**src/design/aods_cfg.svh**
```systemverilog
// Purpose: Constants for the converter output stage and its capture end
// Assumes: One 100 MHz clock stands for the sample clock
// Notes on behaviour
// One 12-bit word per sample clock edge
// Standard select low CMOS, high LVDS
// Port timing select only matters in CMOS
// Full-scale select sets range, not timing
// Undriven select inputs read as low
// Interleaved ports update half output cycle apart
// Sync high freezes data and data clock; the code freezes them in CMOS only
// Sync falling edge marks sample N, port A
// Interleaved latency 14 cycles on both ports
// Parallel latency A 15, B 14 cycles
// Capture end holds sync static in LVDS
// One common sync, once at reset; the capture end also syncs again on sync_req_i
// CMOS data clock is sample clock halved
// LVDS data clock toggles every sample clock
// Stabilizer locks on sample clock rising edge
// Stabilizer unusable below about 30 MHz
// Capture discards data 1.5 to 5 us after speedup
// Stabilizer always on, never disabled
// Format select low offset binary, high twos
// Twos complement by inverting the MSB
`ifndef AODS_CFG_SVH
`define AODS_CFG_SVH
`define AODS_DATA_W        12
`define AODS_LAT_A_PAR     15
`define AODS_LAT_B         14
`define AODS_LAT_INT       14
`define AODS_CLK_MHZ       100
`define AODS_DCS_MIN_MHZ   30
`define AODS_SETTLE_NS     5000
`define AODS_SETTLE_CYC    ((`AODS_SETTLE_NS * `AODS_CLK_MHZ) / 1000)
`define AODS_FS_HI_MV      768
`define AODS_FS_LO_MV      1536
`endif

```
**src/design/aods_pkg.sv**
```systemverilog
// Purpose: Types shared by both ends
// Assumes: Constants come from aods_cfg.svh
// Notes: None
`include "aods_cfg.svh"
package aods_pkg;
    typedef logic [`AODS_DATA_W-1:0] aods_word_t;
    typedef enum logic {AODS_CMOS, AODS_LVDS} aods_std_t;
    typedef enum logic {AODS_WAIT, AODS_RUN} aods_cap_t;
endpackage

```
**src/design/aods_link_if.sv**
```systemverilog
// Purpose: Pins between converter output stage and capture logic
// Assumes: Single clock domain
// Notes: Sync is a pair driven by the capture end
`timescale 1ns/100ps
interface aods_link_if;
    import aods_pkg::*;
    aods_word_t port_a;
    aods_word_t port_b;
    logic       data_clock_out_pos;
    logic       data_clock_out_neg;
    logic       sync_in_pos;
    logic       sync_in_neg;
    modport dev (output port_a, port_b, data_clock_out_pos, data_clock_out_neg,
                 input sync_in_pos, sync_in_neg);
    modport cap (input port_a, port_b, data_clock_out_pos, data_clock_out_neg,
                 output sync_in_pos, sync_in_neg);
endinterface

```
**src/design/aods_dev.sv**
```systemverilog
// Purpose: Output demux, sync and data clock of a 12-bit converter
// Assumes: clk_i is the sample clock; sample_i is the quantized word
// Notes: Select inputs are expected tied low when unused
`timescale 1ns/100ps
`include "aods_cfg.svh"
module aods_dev #(
    parameter int DATA_W = `AODS_DATA_W
) (
    // Clock and reset
    input  wire logic              clk_i,
    input  wire logic              nrst_i,
    // Converter core
    input  wire aods_pkg::aods_word_t sample_i,
    // Static selects
    input  wire logic              format_select_pin_i,
    input  wire logic              output_standard_select_i,
    input  wire logic              port_timing_select_i,
    input  wire logic              full_scale_select_i,
    // Status
    output logic                   full_scale_low_range_o,
    output logic                   dcs_active_o,
    // Link
    aods_link_if.dev               link
);
    import aods_pkg::*;
    localparam int DEPTH = `AODS_LAT_A_PAR;

    initial
    begin
        if (DATA_W != `AODS_DATA_W)
            $error("DATA_W must match the word type");
    end

    // ---------------------------------------------
    // Pipeline and sync
    // ---------------------------------------------
    aods_word_t pipe_r [DEPTH];
    aods_word_t pipe_nxt [DEPTH];
    aods_word_t a_r, a_nxt, b_r, b_nxt;
    logic       ph_r, ph_nxt, dclk_r, dclk_nxt, sync_d_r, frz;
    aods_std_t  std_sel;

    // unused selects are tied low, giving the low-level modes
    // standard decode
    assign std_sel = output_standard_select_i ? AODS_LVDS : AODS_CMOS;
    // freeze on high sync, CMOS only
    assign frz = (std_sel == AODS_CMOS) && link.sync_in_pos && !link.sync_in_neg;
    // range flag, no timing effect
    assign full_scale_low_range_o = full_scale_select_i;
    // stabilizer locked; R16 R18 always on
    assign dcs_active_o = 1'b1;

    always_comb
    begin
        aods_word_t w;
        w = sample_i;
        // format select; R20 MSB inversion
        if (format_select_pin_i)
            w[DATA_W-1] = ~sample_i[DATA_W-1];
        pipe_nxt[0] = w;
        for (int i = 1; i < DEPTH; i++)
            pipe_nxt[i] = pipe_r[i-1];
        a_nxt    = a_r;
        b_nxt    = b_r;
        ph_nxt   = ph_r;
        dclk_nxt = dclk_r;
        // falling sync edge marks sample N on A
        if (sync_d_r && !link.sync_in_pos && std_sel == AODS_CMOS)
            ph_nxt = 1'b0;
        else if (!frz)
            ph_nxt = ~ph_r;
        if (!frz)
        begin
            if (std_sel == AODS_LVDS)
            begin
                // data clock toggles every sample clock, one word per edge
                dclk_nxt = ~dclk_r;
                a_nxt    = pipe_r[`AODS_LAT_B-1];
            end
            else
            begin
                // halved data clock
                dclk_nxt = ph_r;
                // timing select in CMOS only
                if (port_timing_select_i)
                begin
                    // interleaved, alternate updates
                    if (ph_r)
                        a_nxt = pipe_r[`AODS_LAT_INT-1];
                    else
                        b_nxt = pipe_r[`AODS_LAT_INT-1];
                end
                else if (!ph_r)
                begin
                    // parallel A 15, B 14
                    a_nxt = pipe_r[`AODS_LAT_A_PAR-1];
                    b_nxt = pipe_r[`AODS_LAT_B-1];
                end
            end
        end
    end

    // one word per edge
    always_ff @(posedge clk_i or negedge nrst_i)
    begin
        if (!nrst_i)
        begin
            for (int i = 0; i < DEPTH; i++)
                pipe_r[i] <= '0;
            a_r      <= '0;
            b_r      <= '0;
            ph_r     <= 1'b0;
            dclk_r   <= 1'b0;
            sync_d_r <= 1'b0;
        end
        else
        begin
            pipe_r   <= pipe_nxt;
            a_r      <= a_nxt;
            b_r      <= b_nxt;
            ph_r     <= ph_nxt;
            dclk_r   <= dclk_nxt;
            sync_d_r <= link.sync_in_pos;
        end
    end

    assign link.port_a             = a_r;
    assign link.port_b             = b_r;
    assign link.data_clock_out_pos = dclk_r;
    assign link.data_clock_out_neg = ~dclk_r;
endmodule

```
**src/flat_wrapper.sv**
```systemverilog
// flat-port wrapper written by rule: the top's interface ports become plain ports
module aods_dev_flat import aods_pkg::*;
#(
    parameter int DATA_W = `AODS_DATA_W
)
  (clk_i, nrst_i, sample_i, format_select_pin_i, output_standard_select_i, port_timing_select_i, full_scale_select_i, full_scale_low_range_o, dcs_active_o, link_port_a, link_port_b, link_data_clock_out_pos, link_data_clock_out_neg, link_sync_in_pos, link_sync_in_neg);
  aods_link_if link_i ();
  input  wire logic clk_i;
  input  wire logic nrst_i;
  input  wire aods_pkg::aods_word_t sample_i;
  input  wire logic format_select_pin_i;
  input  wire logic output_standard_select_i;
  input  wire logic port_timing_select_i;
  input  wire logic full_scale_select_i;
  output logic full_scale_low_range_o;
  output logic dcs_active_o;
  output wire logic [$bits(link_i.port_a)-1:0] link_port_a;
  output wire logic [$bits(link_i.port_b)-1:0] link_port_b;
  output wire logic [$bits(link_i.data_clock_out_pos)-1:0] link_data_clock_out_pos;
  output wire logic [$bits(link_i.data_clock_out_neg)-1:0] link_data_clock_out_neg;
  input wire logic [$bits(link_i.sync_in_pos)-1:0] link_sync_in_pos;
  input wire logic [$bits(link_i.sync_in_neg)-1:0] link_sync_in_neg;
  assign link_port_a = link_i.port_a;
  assign link_port_b = link_i.port_b;
  assign link_data_clock_out_pos = link_i.data_clock_out_pos;
  assign link_data_clock_out_neg = link_i.data_clock_out_neg;
  assign link_i.sync_in_pos = link_sync_in_pos;
  assign link_i.sync_in_neg = link_sync_in_neg;
  aods_dev #(.DATA_W(DATA_W)) u_core (.clk_i(clk_i), .nrst_i(nrst_i), .sample_i(sample_i), .format_select_pin_i(format_select_pin_i), .output_standard_select_i(output_standard_select_i), .port_timing_select_i(port_timing_select_i), .full_scale_select_i(full_scale_select_i), .full_scale_low_range_o(full_scale_low_range_o), .dcs_active_o(dcs_active_o), .link(link_i));
endmodule
```
**config.mk**
```make
export PLATFORM = sky130hd
export DESIGN_NAME = aods_dev_flat
export DESIGN_NICKNAME = d
export VERILOG_FILES = /design/src/design/aods_pkg.sv /design/src/design/aods_link_if.sv /design/src/design/aods_dev.sv /design/src/flat_wrapper.sv
export VERILOG_INCLUDE_DIRS = /design/src /design/src/design
export SDC_FILE = /design/constraint.sdc
export NUM_CORES = 1
export LEC_CHECK = 0
export BUFFER_PORTS_ARGS = -buffer_cell sky130_fd_sc_hd__buf_2
export CORE_MARGIN = 2
export CORE_UTILIZATION = 60
export CTS_BUF_LIST = sky130_fd_sc_hd__clkbuf_4 sky130_fd_sc_hd__clkbuf_8
export CTS_CLUSTER_DIAMETER = 120
export DETAILED_ROUTE_END_ITERATION = 10
export PLACE_DENSITY = 0.79
export SLEW_MARGIN = 20
export SYNTH_ARGS = -nofsm -noshare
export SYNTH_HDL_FRONTEND = slang
export SYNTH_SLANG_ARGS = --single-unit
```
**constraint.sdc**
```tcl
create_clock -name clk_i -period 1.9 [get_ports clk_i]
set_clock_uncertainty 0.2 [all_clocks]
set_input_delay 0.38 -clock clk_i [delete_from_list [all_inputs] [get_ports clk_i]]
set_output_delay 0.38 -clock clk_i [all_outputs]
set_load 0.01 [all_outputs]
```
==> flow_metrics.tcl, run 1 <==
set metrics [dict create \
    clockPowerShare_pct 36.5 \
    grt_use_met2_pct 24.3 \
    final_cell_mix "207 x dfrtp_1, 43 x buf_2, 34 x clkbuf_8" \
    status "complete, no violations" \
    cpLargestDelayFamily "buffers and inverters" \
    die_area_sq_um 10400 \
    die_y_um 102 \
    setup_ws_ns 0.100 \
    drt_iter0_drc 97 \
    fin_tns_setup_ns 0 \
    crit_type "primary input to register" \
    grt_antenna_before_repair 0 \
    crit_required_ns 2.09 \
    syn_area_per_cell_sq_um 21.9 \
    p_switching_mw 1.83 \
    synth_cell_types 17 \
    dp_hpwl_mm 4.17 \
    startpoint_type "primary input" \
    mostFrequentLayoutCell "dfrtp_1" \
    intPower_mw 6.86 \
    max-clock-path-buffers 3 \
    crit_chain "dlygate4sd3_1, buf_2, nor2b_4, or3_4, mux2_4" \
    cap_violations 0 \
    path_clk_slew_ns 0.06 \
    drive_gt1_share_pct 36.6 \
    clock_latency_ns 0.51 \
    start_util_pct 62.3 \
    p_per_area_nw_per_um2 1250 \
    stdcell_area_sq_um 6940 \
    synth_cells 264 \
    power_leakage_nw 3.25 \
    htreeDepth 1 \
    hold_ws_ns 0.107 \
    hold_path.class "primary input to register" \
    fin_util_pct 74.8 \
    fin_crit_sh_pct 94.7 \
    cts-root-buf "clkbuf_8" \
    p_sw_share_pct 21.1 \
    path_max_fanout 12 \
    hold_viol_final 0 \
    grt_most_used_layer "met2" \
    cts_inserted_buffers 29 \
    place.gp.congestion 0.736 \
    finalSetupViolations 0 \
    share_seq_of_total_power_pct 56.3 \
    combPwrFrac_pct 7.2 \
    numPortBuffers 44 \
    grt_pass1_wl_mm 12.2 \
    grtUsageMet3_pct 4.45 \
    end_kind "register" \
    antenna_cells 0 \
    syn_to_final_growth_pct 20.0 \
    max_freq_ghz 0.556 \
    fin_nets 377 \
    crit_slowest_cell "dlygate4sd3_1" \
    rsz0062_at_grt "false" \
    track_usage_pct 15.4 \
    synth_fp_nets 284 \
    synth_area_sq_um 5790 \
    finalPower_mw 8.69 \
    ys_warn_count 0 \
    clock-sinks 207 \
    postRouteAntennaNets 0 \
    cts_tree "yes" \
    core_sq_um 9280 \
    post_cts_buffers 0 \
    route.detailed.drc 0 \
    placedCellCount 439 \
    grt_max_degree 53 \
    fp.dieW_um 102 \
    postPlaceCellArea_sq_um 6230 \
    drt_wl_total_mm 7.09 \
    row_count 35 \
    grt_pass1_vias 2607 \
    pin_count 48 \
    post_drt_wl_per_cell_um 14.1 \
    post_cts_resize_count 0 \
    cpPeakStageDelay_ns 0.53 \
    routed-via-count 2335 \
    firstDrtPassIters 4 \
    fin_crit_ns 1.80 \
    arrival_ns 1.99 \
    fin_cells 501 \
    ys_ff_latch 207 \
    gr-usage-met1_pct 20.5 \
    drv_slew 0 \
    place_ws_ns 0.139 \
    grt.overflow.total 0 \
    cp_num_buf_inv 2 \
    ir_drop_uv 695 \
    ys_seq_area_share_pct 89.5 \
    via_per_inst 4.66 \
]
## synthesized netlist by cell type
cell,instances,share of area (%)
conb_1,1,0.065
nor2_2,1,0.11
nor2b_4,1,0.24
inv_1,1,0.065
nor3b_1,1,0.13
o21ai_0,2,0.17
mux2_2,25,4.9
dfrtp_1,207,90
nor2b_1,1,0.11
or3_4,1,0.19
buf_6,2,0.39
xor2_1,2,0.30
mux2i_1,2,0.35
buf_4,3,0.39
mux2_4,11,2.9
o21bai_1,1,0.13
nor2_1,2,0.13
## per-layer routing
metal,vias up,wire (um)
met1,1203,3010
met5,-,0
met4,0,195
met2,72,3480
met3,21,400
li1,1039,-
## registers in the layout (all words and copies together), names as in the netlist
| signal | flops |
|---|---|
| u_core.link.data_clock_out_pos | 1 |
| u_core.link.port_a | 12 |
| u_core.link.port_b | 12 |
| u_core.ph_r | 1 |
| u_core.pipe_nxt | 168 |
| u_core.pipe_r | 12 |
| u_core.sync_d_r | 1 |
## cells by family after synthesis
group | Yosys count | share of synthesized area [%]
simple gates | 7 | 0.908
flops | 207 | 89.5
mux | 38 | 8.06
other cells | 1 | 0.0648
buf+inv | 6 | 0.843
compound gates | 3 | 0.303
xor+xnor | 2 | 0.303
## worst paths after layout
path                                            from                     to  slack [ns]  cells past startpoint
max in group asynchronous                     nrst_i    u_core.pipe_nxt[22]        0.60                      3
worst max register to register           u_core.ph_r  u_core.link.port_a[4]        0.24                      4
worst max-delay path                link_sync_in_pos  u_core.link.port_b[3]        0.10                      5
worst min register to register  u_core.pipe_nxt[113]   u_core.pipe_nxt[101]        0.14                      0
worst min-delay path                link_sync_in_neg            u_core.ph_r        0.11                      4
min in group asynchronous                     nrst_i       u_core.pipe_r[0]        0.17                      2
## tightest hold or removal path: cells and delay by family
family          cells  cell delay (ns)
compound gates      2             0.15
simple gates        1             0.13
buf+inv             1             0.12
## area by class of cell
| class | instances | area [sq um] |
|---|---|---|
| flip-flops and latches | 207 | 5180 |
| clock inverters | 2 | 12.5 |
| clock buffers | 44 | 537 |
| well taps | 129 | 161 |
| repair buffers | 67 | 492 |
| fillers | 562 | 2340 |
| multi-input cells | 51 | 558 |
| inverters | 1 | 3.75 |
## power by group through the flow
stage / logic, mW / clock network (mW) / registers (mW)
after floorplan: 0.252 / 0 / 5.00
after global placement: 0.586 / 0 / 4.94
after detailed placement: 0.608 / 0 / 4.98
after CTS: 0.638 / 3.28 / 4.90
after global routing: 0.692 / 3.51 / 4.93
final: 0.623 / 3.17 / 4.89
## repair_timing
item                       4_1_cts  5_1_grt
hold endpoints to repair        97        0
hold buffers                    16        0
setup endpoints to repair        0        0
(Power assumes the default switching activity.)
==> run 2: changes to the inputs <==
--- a/config.mk
+++ b/config.mk
@@ -6,6 +6,7 @@
 export SDC_FILE = /design/constraint.sdc
 export NUM_CORES = 1
 export LEC_CHECK = 0
+export ABC_AREA = 1
 export BUFFER_PORTS_ARGS = -buffer_cell sky130_fd_sc_hd__buf_2
 export CORE_MARGIN = 2
 export CORE_UTILIZATION = 60
==> run 2 against run 1 <==
- final cell count increased by 15%
- combinational power decreased by 10%
- total power increased by 3.7%
- hold slack got worse by 0.064 ns
- critical endpoint is now u_core.link.port_b[9]
- largest cell class unchanged
==> flow_metrics.tcl, run 2 <==
set metrics [dict create \
    grt_antenna_before_repair 0 \
    numPortBuffers 44 \
    synth_area_sq_um 5760 \
    max_freq_ghz 0.559 \
    fin_crit_sh_pct 94.1 \
    cts_inserted_buffers 30 \
    wl_met3_um 344 \
    final_cell_mix "207 x dfrtp_1, 65 x nand2_1, 43 x buf_2" \
    wl_met1_mm 3.21 \
    synthArstFlopShare_pct 100 \
    post_cts_resize_count 0 \
    yosys_most_used_dff "dfrtp_1" \
    synth_fp_nets 355 \
    post_cts_buffers 0 \
    fin_crit_ns 1.79 \
    place.gp.congestion 0.677 \
    intPower_mw 7.03 \
    drive_gt1_share_pct 25.6 \
    r2r_slack_ns 0.25 \
    fin_util_pct 75.4 \
    core_sq_um 9280 \
    grt_pass1_vias 2843 \
    fillers 567 \
    fin_tns_setup_ns 0 \
    finalPower_mw 9.01 \
    fp.dieW_um 102 \
    startpoint_type "primary input" \
    largest_reg_flops 168 \
    mostFrequentLayoutCell "dfrtp_1" \
    crit_required_ns 2.11 \
    fin_nets 447 \
    via_per_inst 4.64 \
    multi_input_area_sq_um 464 \
    synth_cell_types 18 \
    pin_count 48 \
    rsz0062_at_grt "false" \
    status "complete, no violations" \
    max-clock-path-buffers 3 \
    ys_top_cells_by_count "207 x dfrtp_1, 65 x nand2_1, 22 x o21ai_0" \
    clock-sinks 207 \
    antenna_cells 0 \
    htreeDepth 1 \
    clockPowerShare_pct 39.6 \
    drt_wl_total_mm 7.44 \
    cp-endpoint "u_core.link.port_b[9]" \
    finalSetupViolations 0 \
    cts-root-buf "clkbuf_8" \
    row_count 35 \
    start_util_pct 62.0 \
    clock_latency_ns 0.52 \
    dp_hpwl_mm 4.21 \
    r2r-start "u_core.ph_r" \
    p_switching_mw 1.97 \
    met2_length_mm 3.71 \
    path_clk_slew_ns 0.06 \
    synth.top_cell.area_share_pct 89.9 \
    synth_cells 335 \
    worst_pin_slew_ns 0.642 \
    path_max_fanout 24 \
    register_area_sq_um 5180 \
    grt.overflow.total 0 \
    r2r_cells 3 \
    ys_ff_latch 207 \
    ir_drop_uv 894 \
    track_usage_pct 16.0 \
    hold_path.class "primary input to register" \
    highest_layer "met4" \
    post_drt_wl_per_cell_um 12.9 \
    synth_most_common_cell "dfrtp_1" \
    crit_type "primary input to register" \
    synth_area_leaders "dfrtp_1 90%, nand2_1 4.2%, o21ai_0 1.9%" \
    cap_violations 0 \
    slew_headroom_pct 57.1 \
    ys_seq_area_share_pct 89.9 \
    r2r_end "u_core.link.port_b[9]" \
    combPwrFrac_pct 6.2 \
    postRouteAntennaNets 0 \
    route.detailed.drc 0 \
    drt_iter0_drc 71 \
    synth-edff-count 0 \
    p_per_area_nw_per_um2 1290 \
    hold_ws_ns 0.0435 \
    routed-via-count 2680 \
    end_kind "register" \
    p_sw_share_pct 21.9 \
    syn_area_per_cell_sq_um 17.2 \
    syn_to_final_growth_pct 21.6 \
    cts_hold_buf 16 \
    grt_max_degree 55 \
    synth_top_area_cell "dfrtp_1" \
    grt_pass1_wl_mm 12.9 \
    cts_tree "yes" \
    firstDrtPassIters 4 \
    ys_warn_count 0 \
    crit_start "output_standard_select_i" \
    drv_slew 0 \
    hold_viol_final 0 \
    arrival_ns 2.00 \
    die_y_um 102 \
    share_seq_of_total_power_pct 54.2 \
    power_leakage_nw 3.41 \
    die_area_sq_um 10400 \
]
run 2: cells by family after synthesis:
kind of cell | share of synthesized area, %
flops | 89.9
simple gates | 5.54
compound gates | 2.30
buf+inv | 2.00
xor+xnor | 0.152
other cells | 0.0651
run 2: through the flow:
step	setup slack, ns	instance area, sq um	cells
detailed placement	0.176	6200	508
global route	0.00482	7000	578
floorplan	0.671	5760	335
finish	0.112	7000	578
CTS	0.183	7000	578
global placement	0.327	6200	508
run 2: how the worst min path moves through the flow:
stage,startpoint,endpoint,slack [ns],depth (start not counted)
after CTS,link_sync_in_neg,u_core.link.data_clock_out_pos,0.02,4
after floorplan,nrst_i,u_core.link.data_clock_out_pos,-0.12,0
after global routing,link_sync_in_neg,u_core.link.data_clock_out_pos,0.03,4
after detailed placement,u_core.pipe_nxt[22],u_core.pipe_nxt[10],0.13,0
final,link_sync_in_neg,u_core.link.data_clock_out_pos,0.04,4
after global placement,u_core.pipe_nxt[28],u_core.pipe_nxt[16],0.13,0
run 2: worst max-delay path: stages:
cell	delay (ns)
dlygate4sd3_1	0.53
buf_2	0.16
nor2_2	0.14
nand2_1	0.39
o21ai_0	0.39
run 2: power groups by stage:
stage	clock (mW)	sequential [mW]	combinational (mW)
floorplan	0	4.99	0.190
finish	3.57	4.88	0.560
global placement	0	4.94	0.513
global route	3.88	4.92	0.650
CTS	3.66	4.89	0.569
detailed placement	0	4.96	0.541
run 2: routing by layer:
| metal | global-route usage [%] | vias to the layer above |
|---|---|---|
| li1 | - | 1226 |
| met1 | 20.7 | 1369 |
| met2 | 26.6 | 71 |
| met3 | 4.04 | 14 |
| met4 | 6.36 | 0 |
| met5 | 0 | - |
run 2: final cells by class:
| type | instances | share of cell area, % |
|---|---|---|
| Timing Repair Buffer | 68 | 6.95 |
| Inverter | 17 | 0.911 |
| Sequential cell | 207 | 74.0 |
| Clock buffer | 51 | 8.95 |
| Clock inverter | 3 | 0.268 |
| Multi-Input combinational cell | 103 | 6.63 |
| Tap cell | 129 | 2.31 |
